File: src/pfc_defines.svh
`ifndef PFC_DEFINES_SVH
`define PFC_DEFINES_SVH

`define PFC_ADDR_CTRL 4'h0
`define PFC_ADDR_PRESCALE 4'h1
`define PFC_ADDR_CMP_A 4'h2
`define PFC_ADDR_CMP_B 4'h3
`define PFC_ADDR_CAP_TOP 4'h4
`define PFC_ADDR_COUNT 4'h5
`define PFC_ADDR_FLAGS 4'h6
`define PFC_ADDR_ACT_A 4'h7
`define PFC_ADDR_ACT_B 4'h8

`define PFC_CTRL_MODE_LSB 0
`define PFC_CTRL_OMA_LSB 4
`define PFC_CTRL_OMB_LSB 6
`define PFC_CTRL_ROUTE_A 8
`define PFC_CTRL_ROUTE_B 9
`define PFC_CTRL_DIR_A 10
`define PFC_CTRL_DIR_B 11

`define PFC_MODE_ICR_TOP 4'h8
`define PFC_MODE_OCRA_TOP 4'h9
`define PFC_MODE_TOP_BIT 3

`define PFC_OM_OFF 2'h0
`define PFC_OM_TOGGLE 2'h1
`define PFC_OM_NONINV 2'h2
`define PFC_OM_INV 2'h3

`define PFC_FLAG_OVF 0
`define PFC_FLAG_MA 1
`define PFC_FLAG_MB 2
`define PFC_FLAG_CAP 3

`define PFC_PS_STOP 3'h0
`define PFC_PS_DIV1 3'h1
`define PFC_PS_DIV8 3'h2
`define PFC_PS_DIV64 3'h3
`define PFC_PS_DIV256 3'h4
`define PFC_PS_DIV1024 3'h5
`define PFC_DIV8_LAST 10'h007
`define PFC_DIV64_LAST 10'h03F
`define PFC_DIV256_LAST 10'h0FF
`define PFC_DIV1024_LAST 10'h3FF

`define PFC_MIN_TOP 16'h0003

`endif

File: src/pfc_pkg.sv
package pfc_pkg;
	typedef enum logic {PFC_UP, PFC_DOWN} pfc_dir_t;
	typedef logic [15:0] pfc_word_t;
endpackage : pfc_pkg

File: src/pfc_cmp_if.sv
`timescale 1ns/1ps
`default_nettype none
interface pfc_cmp_if;
	import pfc_pkg::*;
	pfc_word_t count;
	pfc_word_t compare;
	logic up;
	logic tick;
	logic running;
	logic [1:0] out_mode;
	logic toggle_ok;
	logic at_bottom;
	logic match;
	logic wave;
	modport ctr (output count, compare, up, tick, running, out_mode, toggle_ok, at_bottom,
		input match, wave);
	modport ch (input count, compare, up, tick, running, out_mode, toggle_ok, at_bottom,
		output match, wave);
endinterface : pfc_cmp_if
`default_nettype wire

File: src/pfc_channel.sv
`timescale 1ns/1ps
`default_nettype none
`include "pfc_defines.svh"
module pfc_channel (
	input wire logic sys_clk_i,
	input wire logic srst_i,
	pfc_cmp_if.ch cmp
);
	import pfc_pkg::*;
	logic wave_q, wave_d;

	always_comb begin
		wave_d = wave_q;
		if (cmp.running && cmp.tick && cmp.match) begin
			unique case (cmp.out_mode)
				`PFC_OM_NONINV: wave_d = !cmp.up;
				`PFC_OM_INV: wave_d = cmp.up;
				`PFC_OM_TOGGLE: wave_d = cmp.toggle_ok ? !wave_q : wave_q;
				`PFC_OM_OFF: wave_d = wave_q;
			endcase
		end
	end

	always_ff @(posedge sys_clk_i) begin
		if (srst_i) begin
			wave_q <= 1'b0;
		end else begin
			wave_q <= wave_d;
		end
	end

	// A value above top never equals the count, so no match ever fires.
	assign cmp.match = (cmp.count == cmp.compare);
	assign cmp.wave = wave_q;
endmodule : pfc_channel
`default_nettype wire

File: src/pfc_pwm.sv
// Behaviour
// - Selector 8 or 9 enables this mode
// - Count zero up to top, then down
// - Non-inverting clears on up match, sets down
// - Output mode two normal, three inverted
// - Top from capture (8) or compare A (9)
// - Reverse at top on next tick, no hold
// - Top from 0x0003 to full 16 bits
// - Compares load at zero with overflow flag
// - Top-source flag set when top reached
// - Match flag when count equals compare
// - Compare above top never matches
// - Pin needs direction and route enable
// - Zero compare low, top compare high if non-inverting
// - Prescale 1, 8, 64, 256, 1024
// - Synchronous; tick is only an enable
// - Buffer load timing shifted to zero
// - Mode one toggles A when selector bit3
// - Mode zero leaves pin to port
`timescale 1ns/1ps
`default_nettype none
`include "pfc_defines.svh"
module pfc_pwm (
	input wire logic sys_clk_i,
	input wire logic srst_i,
	input wire logic [3:0] reg_addr_i,
	input wire logic [15:0] reg_wdata_i,
	input wire logic reg_wr_i,
	input wire logic reg_rd_i,
	output logic [15:0] reg_rdata_o,
	input wire logic port_out_a_i,
	input wire logic port_out_b_i,
	output logic wave_out_a_o,
	output logic wave_out_b_o,
	output logic pin_oe_n_a_o,
	output logic pin_oe_n_b_o,
	output logic [3:0] flags_o
);
	import pfc_pkg::*;

	logic [11:0] ctrl_q, ctrl_d;
	logic [2:0] ps_q, ps_d;
	pfc_word_t buf_a_q, buf_a_d, buf_b_q, buf_b_d, cap_q, cap_d;
	pfc_word_t act_a_q, act_a_d, act_b_q, act_b_d;
	pfc_word_t cnt_q, cnt_d;
	pfc_dir_t dir_q, dir_d;
	logic [9:0] pre_q, pre_d;
	logic [3:0] flag_q, flag_d;
	logic [15:0] rdata_q, rdata_d;

	logic [3:0] mode;
	logic [1:0] om_a, om_b;
	logic running, tick, at_top, at_bottom;
	pfc_word_t top;
	logic [9:0] pre_last;
	logic [3:0] flag_set;

	pfc_cmp_if cmp_a ();
	pfc_cmp_if cmp_b ();

	function automatic logic addr_hit(input logic [3:0] a, input logic [3:0] target);
		addr_hit = (a == target);
	endfunction : addr_hit

	assign mode = ctrl_q[`PFC_CTRL_MODE_LSB +: 4];
	assign om_a = ctrl_q[`PFC_CTRL_OMA_LSB +: 2];
	assign om_b = ctrl_q[`PFC_CTRL_OMB_LSB +: 2];
	assign running = (mode == `PFC_MODE_ICR_TOP) || (mode == `PFC_MODE_OCRA_TOP);
	assign top = (mode == `PFC_MODE_ICR_TOP) ? cap_q : act_a_q;
	assign at_top = (cnt_q == top);
	assign at_bottom = (cnt_q == 16'h0000);

	// Prescaler: the tick is a one-cycle enable, never a clock.
	always_comb begin
		unique case (ps_q)
			`PFC_PS_DIV8: pre_last = `PFC_DIV8_LAST;
			`PFC_PS_DIV64: pre_last = `PFC_DIV64_LAST;
			`PFC_PS_DIV256: pre_last = `PFC_DIV256_LAST;
			`PFC_PS_DIV1024: pre_last = `PFC_DIV1024_LAST;
			default: pre_last = 10'h000;
		endcase
		pre_d = pre_q;
		tick = 1'b0;
		if (ps_q == `PFC_PS_STOP || ps_q > `PFC_PS_DIV1024 || !running) begin
			pre_d = 10'h000;
		end else if (pre_q >= pre_last) begin
			pre_d = 10'h000;
			tick = 1'b1;
		end else begin
			pre_d = pre_q + 10'h001;
		end
	end

	// Counter and double-buffered compare registers.
	always_comb begin
		cnt_d = cnt_q;
		dir_d = dir_q;
		act_a_d = act_a_q;
		act_b_d = act_b_q;
		flag_set = 4'h0;
		if (running && tick) begin
			if (dir_q == PFC_UP) begin
				if (at_top) begin
					dir_d = PFC_DOWN;
					if (cnt_q != 16'h0000) begin
						cnt_d = cnt_q - 16'h0001;
					end
				end else begin
					cnt_d = cnt_q + 16'h0001;
				end
			end else begin
				if (at_bottom) begin
					dir_d = PFC_UP;
					cnt_d = 16'h0001;
				end else begin
					cnt_d = cnt_q - 16'h0001;
				end
			end
			if (at_bottom) begin
				act_a_d = buf_a_q;
				act_b_d = buf_b_q;
				flag_set[`PFC_FLAG_OVF] = 1'b1;
			end
			if (at_top) begin
				if (mode == `PFC_MODE_ICR_TOP) begin
					flag_set[`PFC_FLAG_CAP] = 1'b1;
				end else begin
					flag_set[`PFC_FLAG_MA] = 1'b1;
				end
			end
			flag_set[`PFC_FLAG_MA] = flag_set[`PFC_FLAG_MA] | cmp_a.match;
			flag_set[`PFC_FLAG_MB] = flag_set[`PFC_FLAG_MB] | cmp_b.match;
		end
	end

	// Register port: writes steer the block, reads show its state.
	always_comb begin
		ctrl_d = ctrl_q;
		ps_d = ps_q;
		buf_a_d = buf_a_q;
		buf_b_d = buf_b_q;
		cap_d = cap_q;
		flag_d = flag_q | flag_set;
		rdata_d = 16'h0000;
		if (reg_wr_i) begin
			if (addr_hit(reg_addr_i, `PFC_ADDR_CTRL)) begin
				ctrl_d = reg_wdata_i[11:0];
			end
			if (addr_hit(reg_addr_i, `PFC_ADDR_PRESCALE)) begin
				ps_d = reg_wdata_i[2:0];
			end
			if (addr_hit(reg_addr_i, `PFC_ADDR_CMP_A)) begin
				buf_a_d = reg_wdata_i;
			end
			if (addr_hit(reg_addr_i, `PFC_ADDR_CMP_B)) begin
				buf_b_d = reg_wdata_i;
			end
			if (addr_hit(reg_addr_i, `PFC_ADDR_CAP_TOP)) begin
				cap_d = reg_wdata_i;
			end
			// Write one to clear; a flag set in the same cycle survives.
			if (addr_hit(reg_addr_i, `PFC_ADDR_FLAGS)) begin
				flag_d = (flag_q & ~reg_wdata_i[3:0]) | flag_set;
			end
		end
		if (reg_rd_i) begin
			unique case (reg_addr_i)
				`PFC_ADDR_CTRL: rdata_d = {4'h0, ctrl_q};
				`PFC_ADDR_PRESCALE: rdata_d = {13'h0, ps_q};
				`PFC_ADDR_CMP_A: rdata_d = buf_a_q;
				`PFC_ADDR_CMP_B: rdata_d = buf_b_q;
				`PFC_ADDR_CAP_TOP: rdata_d = cap_q;
				`PFC_ADDR_COUNT: rdata_d = cnt_q;
				`PFC_ADDR_FLAGS: rdata_d = {12'h000, flag_q};
				`PFC_ADDR_ACT_A: rdata_d = act_a_q;
				`PFC_ADDR_ACT_B: rdata_d = act_b_q;
				default: rdata_d = 16'h0000;
			endcase
		end
	end

	always_ff @(posedge sys_clk_i) begin
		if (srst_i) begin
			ctrl_q <= 12'h000;
			ps_q <= 3'h0;
			buf_a_q <= 16'h0000;
			buf_b_q <= 16'h0000;
			cap_q <= 16'h0000;
			act_a_q <= 16'h0000;
			act_b_q <= 16'h0000;
			cnt_q <= 16'h0000;
			dir_q <= PFC_UP;
			pre_q <= 10'h000;
			flag_q <= 4'h0;
			rdata_q <= 16'h0000;
		end else begin
			ctrl_q <= ctrl_d;
			ps_q <= ps_d;
			buf_a_q <= buf_a_d;
			buf_b_q <= buf_b_d;
			cap_q <= cap_d;
			act_a_q <= act_a_d;
			act_b_q <= act_b_d;
			cnt_q <= cnt_d;
			dir_q <= dir_d;
			pre_q <= pre_d;
			flag_q <= flag_d;
			rdata_q <= rdata_d;
		end
	end

	assign cmp_a.count = cnt_q;
	assign cmp_a.compare = act_a_q;
	// Zero counts as the rising side and top as the falling side, so both end values stay steady.
	assign cmp_a.up = at_bottom || (dir_q == PFC_UP && !at_top);
	assign cmp_a.tick = tick;
	assign cmp_a.running = running;
	assign cmp_a.out_mode = om_a;
	assign cmp_a.toggle_ok = mode[`PFC_MODE_TOP_BIT];
	assign cmp_a.at_bottom = at_bottom;
	assign cmp_b.count = cnt_q;
	assign cmp_b.compare = act_b_q;
	assign cmp_b.up = at_bottom || (dir_q == PFC_UP && !at_top);
	assign cmp_b.tick = tick;
	assign cmp_b.running = running;
	assign cmp_b.out_mode = om_b;
	assign cmp_b.toggle_ok = 1'b0;
	assign cmp_b.at_bottom = at_bottom;

	pfc_channel u_chan_a (
		.sys_clk_i(sys_clk_i),
		.srst_i(srst_i),
		.cmp(cmp_a.ch)
	);
	pfc_channel u_chan_b (
		.sys_clk_i(sys_clk_i),
		.srst_i(srst_i),
		.cmp(cmp_b.ch)
	);

	logic use_a, use_b;
	assign use_a = (om_a == `PFC_OM_NONINV) || (om_a == `PFC_OM_INV)
		|| ((om_a == `PFC_OM_TOGGLE) && mode[`PFC_MODE_TOP_BIT]);
	assign use_b = (om_b == `PFC_OM_NONINV) || (om_b == `PFC_OM_INV);
	assign wave_out_a_o = (use_a && ctrl_q[`PFC_CTRL_ROUTE_A]) ? cmp_a.wave : port_out_a_i;
	assign wave_out_b_o = (use_b && ctrl_q[`PFC_CTRL_ROUTE_B]) ? cmp_b.wave : port_out_b_i;
	assign pin_oe_n_a_o = !ctrl_q[`PFC_CTRL_DIR_A];
	assign pin_oe_n_b_o = !ctrl_q[`PFC_CTRL_DIR_B];
	assign flags_o = flag_q;
	assign reg_rdata_o = rdata_q;
endmodule : pfc_pwm
`default_nettype wire

File: config.mk
export PLATFORM = sky130hd
export DESIGN_NAME = pfc_pwm
export DESIGN_NICKNAME = d
export VERILOG_FILES = /design/src/pfc_pkg.sv /design/src/pfc_cmp_if.sv /design/src/pfc_channel.sv /design/src/pfc_pwm.sv
export VERILOG_INCLUDE_DIRS = /design/src
export SDC_FILE = /design/constraint.sdc
export NUM_CORES = 1
export LEC_CHECK = 0
export ABC_CLOCK_PERIOD_IN_PS = 3900
export BUFFER_PORTS_ARGS = -buffer_cell sky130_fd_sc_hd__buf_2
export CAP_MARGIN = 20
export CORE_MARGIN = 1
export CORE_UTILIZATION = 35
export CTS_BUF_LIST = sky130_fd_sc_hd__clkbuf_4
export CTS_CLUSTER_SIZE = 10
export DETAILED_ROUTE_END_ITERATION = 7
export PLACE_DENSITY = 0.63
export SLEW_MARGIN = 20
export SYNTH_ARGS = -nofsm -noshare
export SYNTH_HDL_FRONTEND = slang
export SYNTH_SLANG_ARGS = --single-unit
File: constraint.sdc
create_clock -name sys_clk_i -period 3.9 [get_ports sys_clk_i]
set_input_delay 0.585 -clock sys_clk_i [delete_from_list [all_inputs] [get_ports sys_clk_i]]
set_output_delay 0.585 -clock sys_clk_i [all_outputs]
set_load 0.01 [all_outputs]
==> metrics.md, run 1 <==
| Metric | Value |
|---|---|
| Status | finished, violations left |
| Failing checks | design-rule violations |
| Syn_nets | 1025 |
| Tot Pwr | 0.002776 W |
| Critical Path RT | 4.41 ns |
| Later-pin clock latency in the skew report | 0.59 ns |
| RSZ-0062 raised after global routing | false |
| Synth Area per Inst | 7.660 um2 |
| H-Tree Depth | 4 |
| Post-CTS Repair Setup Buffers | 0 |
| CTS Buf Count | 17 |
| Worst vdd ir | 0.0002275 V |
| CTS tree | yes |
| Hold Fails Final Rpt | 0 |
| Cell taking the most area after synthesis | dfxtp_1 |
| Hold WC Path Type | in2reg |
| Area grow syn2layout | 11.49% |
| PwrDens | 330.3 nW/um2 |
| IO buf count | 49 |
| Fin worst setup slack | 0.5505 ns |
| Clock transition at path regs | 0.15 ns |
| Starting Density | 35.74% |
| CP Class | reg2reg |
| RR Startpoint | ps_q[1] |
| Final cycle utilization of the critical path | 85.89% |
| R2R Setup Slk | 0.55 ns |
| IO Count | 50 |
| Max-slew violations | 0 |
| Initial antenna violation count | 1 |
| Final instance area | 8403 um2 |
| MaxCap Viol Count | 0 |
| Hold_buf cts | 0 |
| Least-Margin Pin Slew | 0.8563 ns |
| Yosys reg bits | 144 |
| Hpwl dp | 17200 um |
| Asr flop ratio synth | 0% |
| Clock power share | 40.7% |
| Clock Path Buffers | 2 |
| R2R cell count | 13 |
| Via count | 7348 |
| Die area | 22130 um2 |
| Initial drt markers | 800 |
| Crit path from | ps_q[1] |
| Setup TNS | 0 ns |
| Die width | 148.7 um |
| Final Non-Filler Cells | 1293 |
| Internal | 0.002043 W |
| Mapped Cells | 984 |
| Detailed-route wire length | 24770 um |
| Worst slack, placed | 0.5897 ns |
| Worst setup endpoint | act_a_q[4] |
| Die Ht | 148.7 um |
| Seq/Total Area, Yosys | 38.25% |
| Residual DRC count | 1 |
| Crit. End Element | register |
| Final ANT Viol Nets | 0 |
| Reg-to-reg endpoint | act_a_q[4] |
| Total gr overflow | 0 |
| Max frequency | 298.5 MHz |
| Vias per cell | 5.683 |
| Post-Place Cell Area | 8063 um2 |
| Psw | 0.0007329 W |
| Largest net degree at the start of global routing | 77 |
| Synth cell count leaders | nand2_1, dfxtp_1, a21oi_1, clkbuf_1, nor2_1 |
| Post-synth EDFFs | 0 |
| Synth top area share | 38.25% |
| Sw Ratio | 26.40% |
| Vias in the first global route | 6927 |
| Drt wl/cell | 19.16 um |
| Post-cts resize count | 0 |
| Global-route wire length before repair | 38980 um |
| Arr. time, crit path | 3.86 ns |
| Largest cells by area after synthesis | dfxtp_1, nand2_1, a21oi_1 |
| Logic pwr share | 5.7% |
| Final worst path period need | 3.350 ns |
| Predominant post-synthesis flop cell | dfxtp_1 |
| Clk_skew | 0.02911 ns |
| Share of post-route cells with drive strength above 1 | 13.27% |
| Setup violators final | 0 |
| Pleak | 3.027 nW |
| Final #Nets | 1045 |
| Slew HR | 42.91% |
| YS warnings | 0 |
| Core area | 21090 um2 |
| Dpl cells | 1260 |
| Num rows | 53 |
| Count leader, synth | nand2_1 |
| All-Layer GR Usage | 23.11% |
| Root Buffer | clkbuf_4 |
| CP startpoint kind | register |
| Crit Path Max Fanout | 33 |
| Cell variety after synth | 71 |
| Pre-antenna DRT Iters | 8 |
| CTS sink cnt | 144 |
| Gpl congestion | 0.9846 |
| Fillers | 2209 |
| Synthesized area | 7537 um2 |
| Sequential fraction of design power | 53.6% |
[stage by stage]
step / hold WS, ns / util, %
global placement: 0.4536 / 38.23
finish: 0.2553 / 39.85
global route: 0.2251 / 39.85
CTS: 0.2293 / 39.84
floorplan: 0.4372 / -
detailed placement: 0.4585 / 38.23
[area by class of cell]
type | count | area (um2) | share of cell area (%)
clock buffers | 17 | 127.6 | 1.519
multi-input cells | 735 | 4280 | 50.94
repair buffers | 74 | 435.4 | 5.182
diodes | 1 | 2.502 | 0.02978
flip-flops and latches | 144 | 2883 | 34.31
well taps | 275 | 344.1 | 4.095
clock inverters | 15 | 210.2 | 2.501
inverters | 32 | 120.1 | 1.429
[cells in the final DEF (no fill, tap or decap), drive strengths merged, types with 6 or more instances in the layout]
cell type,n
ha,15
a222oi,14
xnor2,15
a22oi,13
nor3,20
nand2b,16
dfxtp,144
clkbuf,17
a221oi,9
nand4,8
nand3,27
xor2,27
inv,35
a211oi,6
and3,8
a21oi,115
mux2,10
nor4,12
mux2i,11
nand2,240
a31oi,15
or2,6
o21ai,14
buf,74
nor2,55
[worst max-delay path, stage by stage (launching register included)]
cell and delay, ns:
dfxtp_1 0.45, inv_1 0.09, ha_1 0.34, inv_1 0.06
ha_1 0.26, nand2b_1 0.13, a2111oi_0 0.41, nor4_1 0.13
nor3_1 0.38, nor2_1 0.24, nand2_1 0.11, buf_4 0.41
nand2_1 0.10, a21oi_1 0.16
[state kept, by name, summed over array words and instances, names as in the netlist]
signal,count
ps_q,3
buf_a_q,16
u_chan_a.cmp.wave,1
flags_o,4
buf_b_q,16
u_chan_b.cmp.wave,1
act_a_q,16
pre_q,10
dir_q,1
reg_rdata_o,16
cmp_a.count,16
act_b_q,16
ctrl_q,12
cap_q,16
[cell families (layout without fill, tap and decap cells)]
group	Yosys count	in the layout	share of synthesized area, %
AND/OR/NAND/NOR	416	416	24.67
multiplexers	21	21	2.955
adder cells (fa/ha/maj)	15	15	2.490
flip-flops	144	144	38.25
AO/OA/AOI/OAI	241	241	21.30
buffers and inverters	105	138	5.461
other	0	1	0
XOR/XNOR	42	42	4.881
[power by group through the flow]
stage / clock [W] / combinational (W) / sequential, W
2_1_floorplan: 0 / 0.0000918 / 0.00152
3_3_place_gp: 0 / 0.000154 / 0.00152
3_5_place_dp: 0 / 0.000155 / 0.00152
4_1_cts: 0.00115 / 0.000155 / 0.00149
5_1_grt: 0.00121 / 0.000170 / 0.00149
6_report: 0.00113 / 0.000158 / 0.00149
[routing by layer]
layer | track usage, % | wire, um
met1 | 30.45 | 10760
met2 | 34.93 | 10880
met3 | 6.391 | 2268
met4 | 10.66 | 862
met5 | 0 | 0
[worst min-delay path by stage]
stage               slack (ns)     endpoint             from  cells after the start
floorplan                 0.44     pre_q[0]         pre_q[0]                      1
global placement          0.45   act_a_q[0]       buf_a_q[0]                      2
detailed placement        0.46  act_a_q[10]      buf_a_q[10]                      2
CTS                       0.23    cap_q[13]  reg_wdata_i[13]                      3
global route              0.23  buf_a_q[14]  reg_wdata_i[14]                      3
finish                    0.26    cap_q[15]  reg_wdata_i[15]                      3
Power figures use the tool's default switching activity.
==> run 2, diff against run 1 <==
--- a/config.mk
+++ b/config.mk
@@ -17,2 +17,3 @@
 export PLACE_DENSITY = 0.63
+export RECOVER_POWER = 25
 export SLEW_MARGIN = 20
==> constraint.sdc (replaced) <==
create_clock -name sys_clk_i -period 3.9 [get_ports sys_clk_i]
set_input_delay 0 -clock sys_clk_i [delete_from_list [all_inputs] [get_ports sys_clk_i]]
set_output_delay 0 -clock sys_clk_i [all_outputs]
set_load 0.01 [all_outputs]
==> run 2 against run 1 <==
Compared with the run above:
- the run now ends clean
- critical path type unchanged
- worst setup slack worse by 0.00099 ns
- combinational power up 8%
- largest cell class unchanged
- wire length down 1.0%
- non-clock buffer count up 19
- cell count up 1.3%
- utilization up 0.58 points
- flip-flop and latch count unchanged
- design area up 1.4%
==> metrics.md, run 2 (synthesis results as in run 1) <==
| Metric | Value |
|---|---|
| Starting Density | 35.74% (unchanged) |
| Pleak | 2.991 nW (-1.2%) |
| Worst slack, placed | 0.5785 ns (-0.01123 ns) |
| Hold Fails Final Rpt | 0 (unchanged) |
| Vias in the first global route | 6943 (+0.23%) |
| Crit-path cells | inv_1 -> ha_1 -> inv_1 -> ha_1 -> nand2b_1 -> a2111oi_0 -> nor4_1 -> nor3_1 -> nor2_1 -> o21ai_2 -> buf_4 -> a221o_1 -> a32o_1 |
| Setup TNS | 0 ns (unchanged) |
| Least-Margin Pin Slew | 1.072 ns (+0.2152 ns) |
| Final #Nets | 1064 (+1.8%) |
| CP Class | reg2reg |
| RSZ-0062 raised after global routing | false |
| IO Count | 50 (unchanged) |
| Critical Path RT | 4.37 ns (-0.04 ns) |
| CTS Buf Count | 17 (unchanged) |
| Gpl congestion | 0.9680 (-1.7%) |
| Final cycle utilization of the critical path | 85.91% (about the same) |
| Core area | 21090 um2 (unchanged) |
| IO buf count | 49 (unchanged) |
| Total gr overflow | 0 (unchanged) |
| Reg-to-reg endpoint | cmp_a.count[11] |
| Max-slew violations | 0 (unchanged) |
| Die width | 148.7 um (unchanged) |
| Die Ht | 148.7 um (unchanged) |
| Share of post-route cells with drive strength above 1 | 9.874% (-3.4 points) |
| Setup violators final | 0 (unchanged) |
| Initial antenna violation count | 2 (+1) |
| Max incr delay on CP | 0.48 ns (+0.03 ns) |
| Crit-path slowest cell | nor2_1 |
| CTS tree | yes |
| Later-pin clock latency in the skew report | 0.57 ns (-0.02 ns) |
| R2R cell count | 13 (unchanged) |
| RR Startpoint | ps_q[1] |
| Worst vdd ir | 0.0002057 V (-9.6%) |
| R2R Setup Slk | 0.55 ns (about the same) |
| H-Tree Depth | 4 (unchanged) |
| Area grow syn2layout | 13.10% |
| Residual DRC count | 0 (-1) |
| CP startpoint kind | register |
| Pre-antenna DRT Iters | 6 (-2) |
| Hold Crit Start | reg_addr_i[3] |
| Drt wl/cell | 18.72 um (-2.3%) |
| Max frequency | 298.5 MHz (about the same) |
| PwrDens | 318.5 nW/um2 (-3.6%) |
| All-Layer GR Usage | 23.03% (-0.081 points) |
| MaxCap Viol Count | 0 (unchanged) |
| Status | complete, no violations |
| Hold WC Path Type | in2reg |
| Hold EP | reg_rdata_o[14] |
| Slew HR | 28.30% (-15 points) |
| Via count | 7326 (-0.30%) |
| Detailed-route wire length | 24520 um (-1.0%) |
| Final ANT Viol Nets | 0 (unchanged) |
| Clock transition at path regs | 0.13 ns (-0.02 ns) |
| Crit Path Max Fanout | 13 (-61%) |
| Vias per cell | 5.592 (-1.6%) |
| Fin worst setup slack | 0.5495 ns (-0.0009880 ns) |
| Num rows | 53 (unchanged) |
| Root Buffer | clkbuf_4 |
| Most common cell after layout, fill and taps aside | nand2_1 |
| Global-route wire length before repair | 39180 um (+0.51%) |
| Largest net degree at the start of global routing | 80 (+3.9%) |
| Final worst path period need | 3.351 ns (+0.0009880 ns) |
| Crit. End Element | register |
| Die area | 22130 um2 (unchanged) |
| Hpwl dp | 16960 um (-1.4%) |
| WHS Path Cells | 3 (unchanged) |
| Initial drt markers | 884 (+11%) |
| Post-CTS Repair Setup Buffers | 0 (unchanged) |
| Commonest cells after routing, fill and taps aside | nand2_1, dfxtp_1, a21oi_1 |
| CTS sink cnt | 144 (unchanged) |
| Clock Path Buffers | 2 (unchanged) |
| Clk_skew | 0.02091 ns (-0.008208 ns) |
| Arr. time, crit path | 3.82 ns (-0.04 ns) |
run 2: stage by stage:
step / instance area, um2 / hold slack, ns / total power [W] / utilization [%] / instances
finish: 8524 / 0.08548 / 0.002715 / 40.42 / 1310
global route: 8522 / 0.05867 / 0.002818 / 40.41 / 1309
CTS: 8564 / 0.04950 / 0.002732 / 40.61 / 1308
detailed placement: 8053 / 0.2797 / 0.001674 / 38.19 / 1258
global placement: 8053 / 0.2746 / 0.001673 / 38.19 / 1258
floorplan: 7537 / 0.1360 / 0.001609 / - / 984
run 2: cell type report:
cell class	count	area, um2
clock buffer	18	135.1
antenna	2	5.005
tap	275	344.1
inverter	32	120.1
fill	2240	12560
multi-input combinational	735	4279
sequential	144	2883
timing repair buffer	93	591.8
clock inverter	11	166.4
run 2: worst max-delay path, delay by kind of cell (launching register included):
family	cells	cell delay, ns
DFF	1	0.45
and+or+nand+nor	4	1.09
AOI/OAI and AO/OA	4	0.77
adders and majority gates	2	0.59
buffers and inverters	3	0.36
run 2: repair_timing:
action	CTS	global route
endpoints found under the hold margin	84	0
resized for setup	0	0
hold buffers	21	0
setup endpoints to repair	0	0
run 2: worst max-delay path by stage:
stage              startpoint              end  slack [ns]
2_1_floorplan  cmp_a.count[0]  cmp_a.count[14]        0.95
3_3_place_gp          ps_q[1]  cmp_a.count[11]        0.64
3_5_place_dp          ps_q[1]  cmp_a.count[11]        0.58
4_1_cts               ps_q[1]      act_a_q[13]        0.54
5_1_grt               ps_q[1]  cmp_a.count[11]        0.21
6_report              ps_q[1]  cmp_a.count[11]        0.55
run 2: layer usage:
| layer | track usage, % | part of all wire, % | vias to the layer above |
|---|---|---|---|
| li1 | - | - | 3533 |
| met1 | 30.87 | 44 | 3443 |
| met2 | 34.77 | 44 | 301 |
| met3 | 6.361 | 8.6 | 49 |
| met4 | 9.337 | 3.0 | 0 |
| met5 | 0 | 0 | - |
run 2: power by group:
group	leakage (nW)	switching [W]	internal (W)	total (W)
Clock	0.158	0.000554	0.000503	0.00106
Sequential	1.16	0.00000857	0.00148	0.00149
Combinational	1.67	0.000113	0.0000579	0.000171
Total	2.99	0.000675	0.00204	0.00272
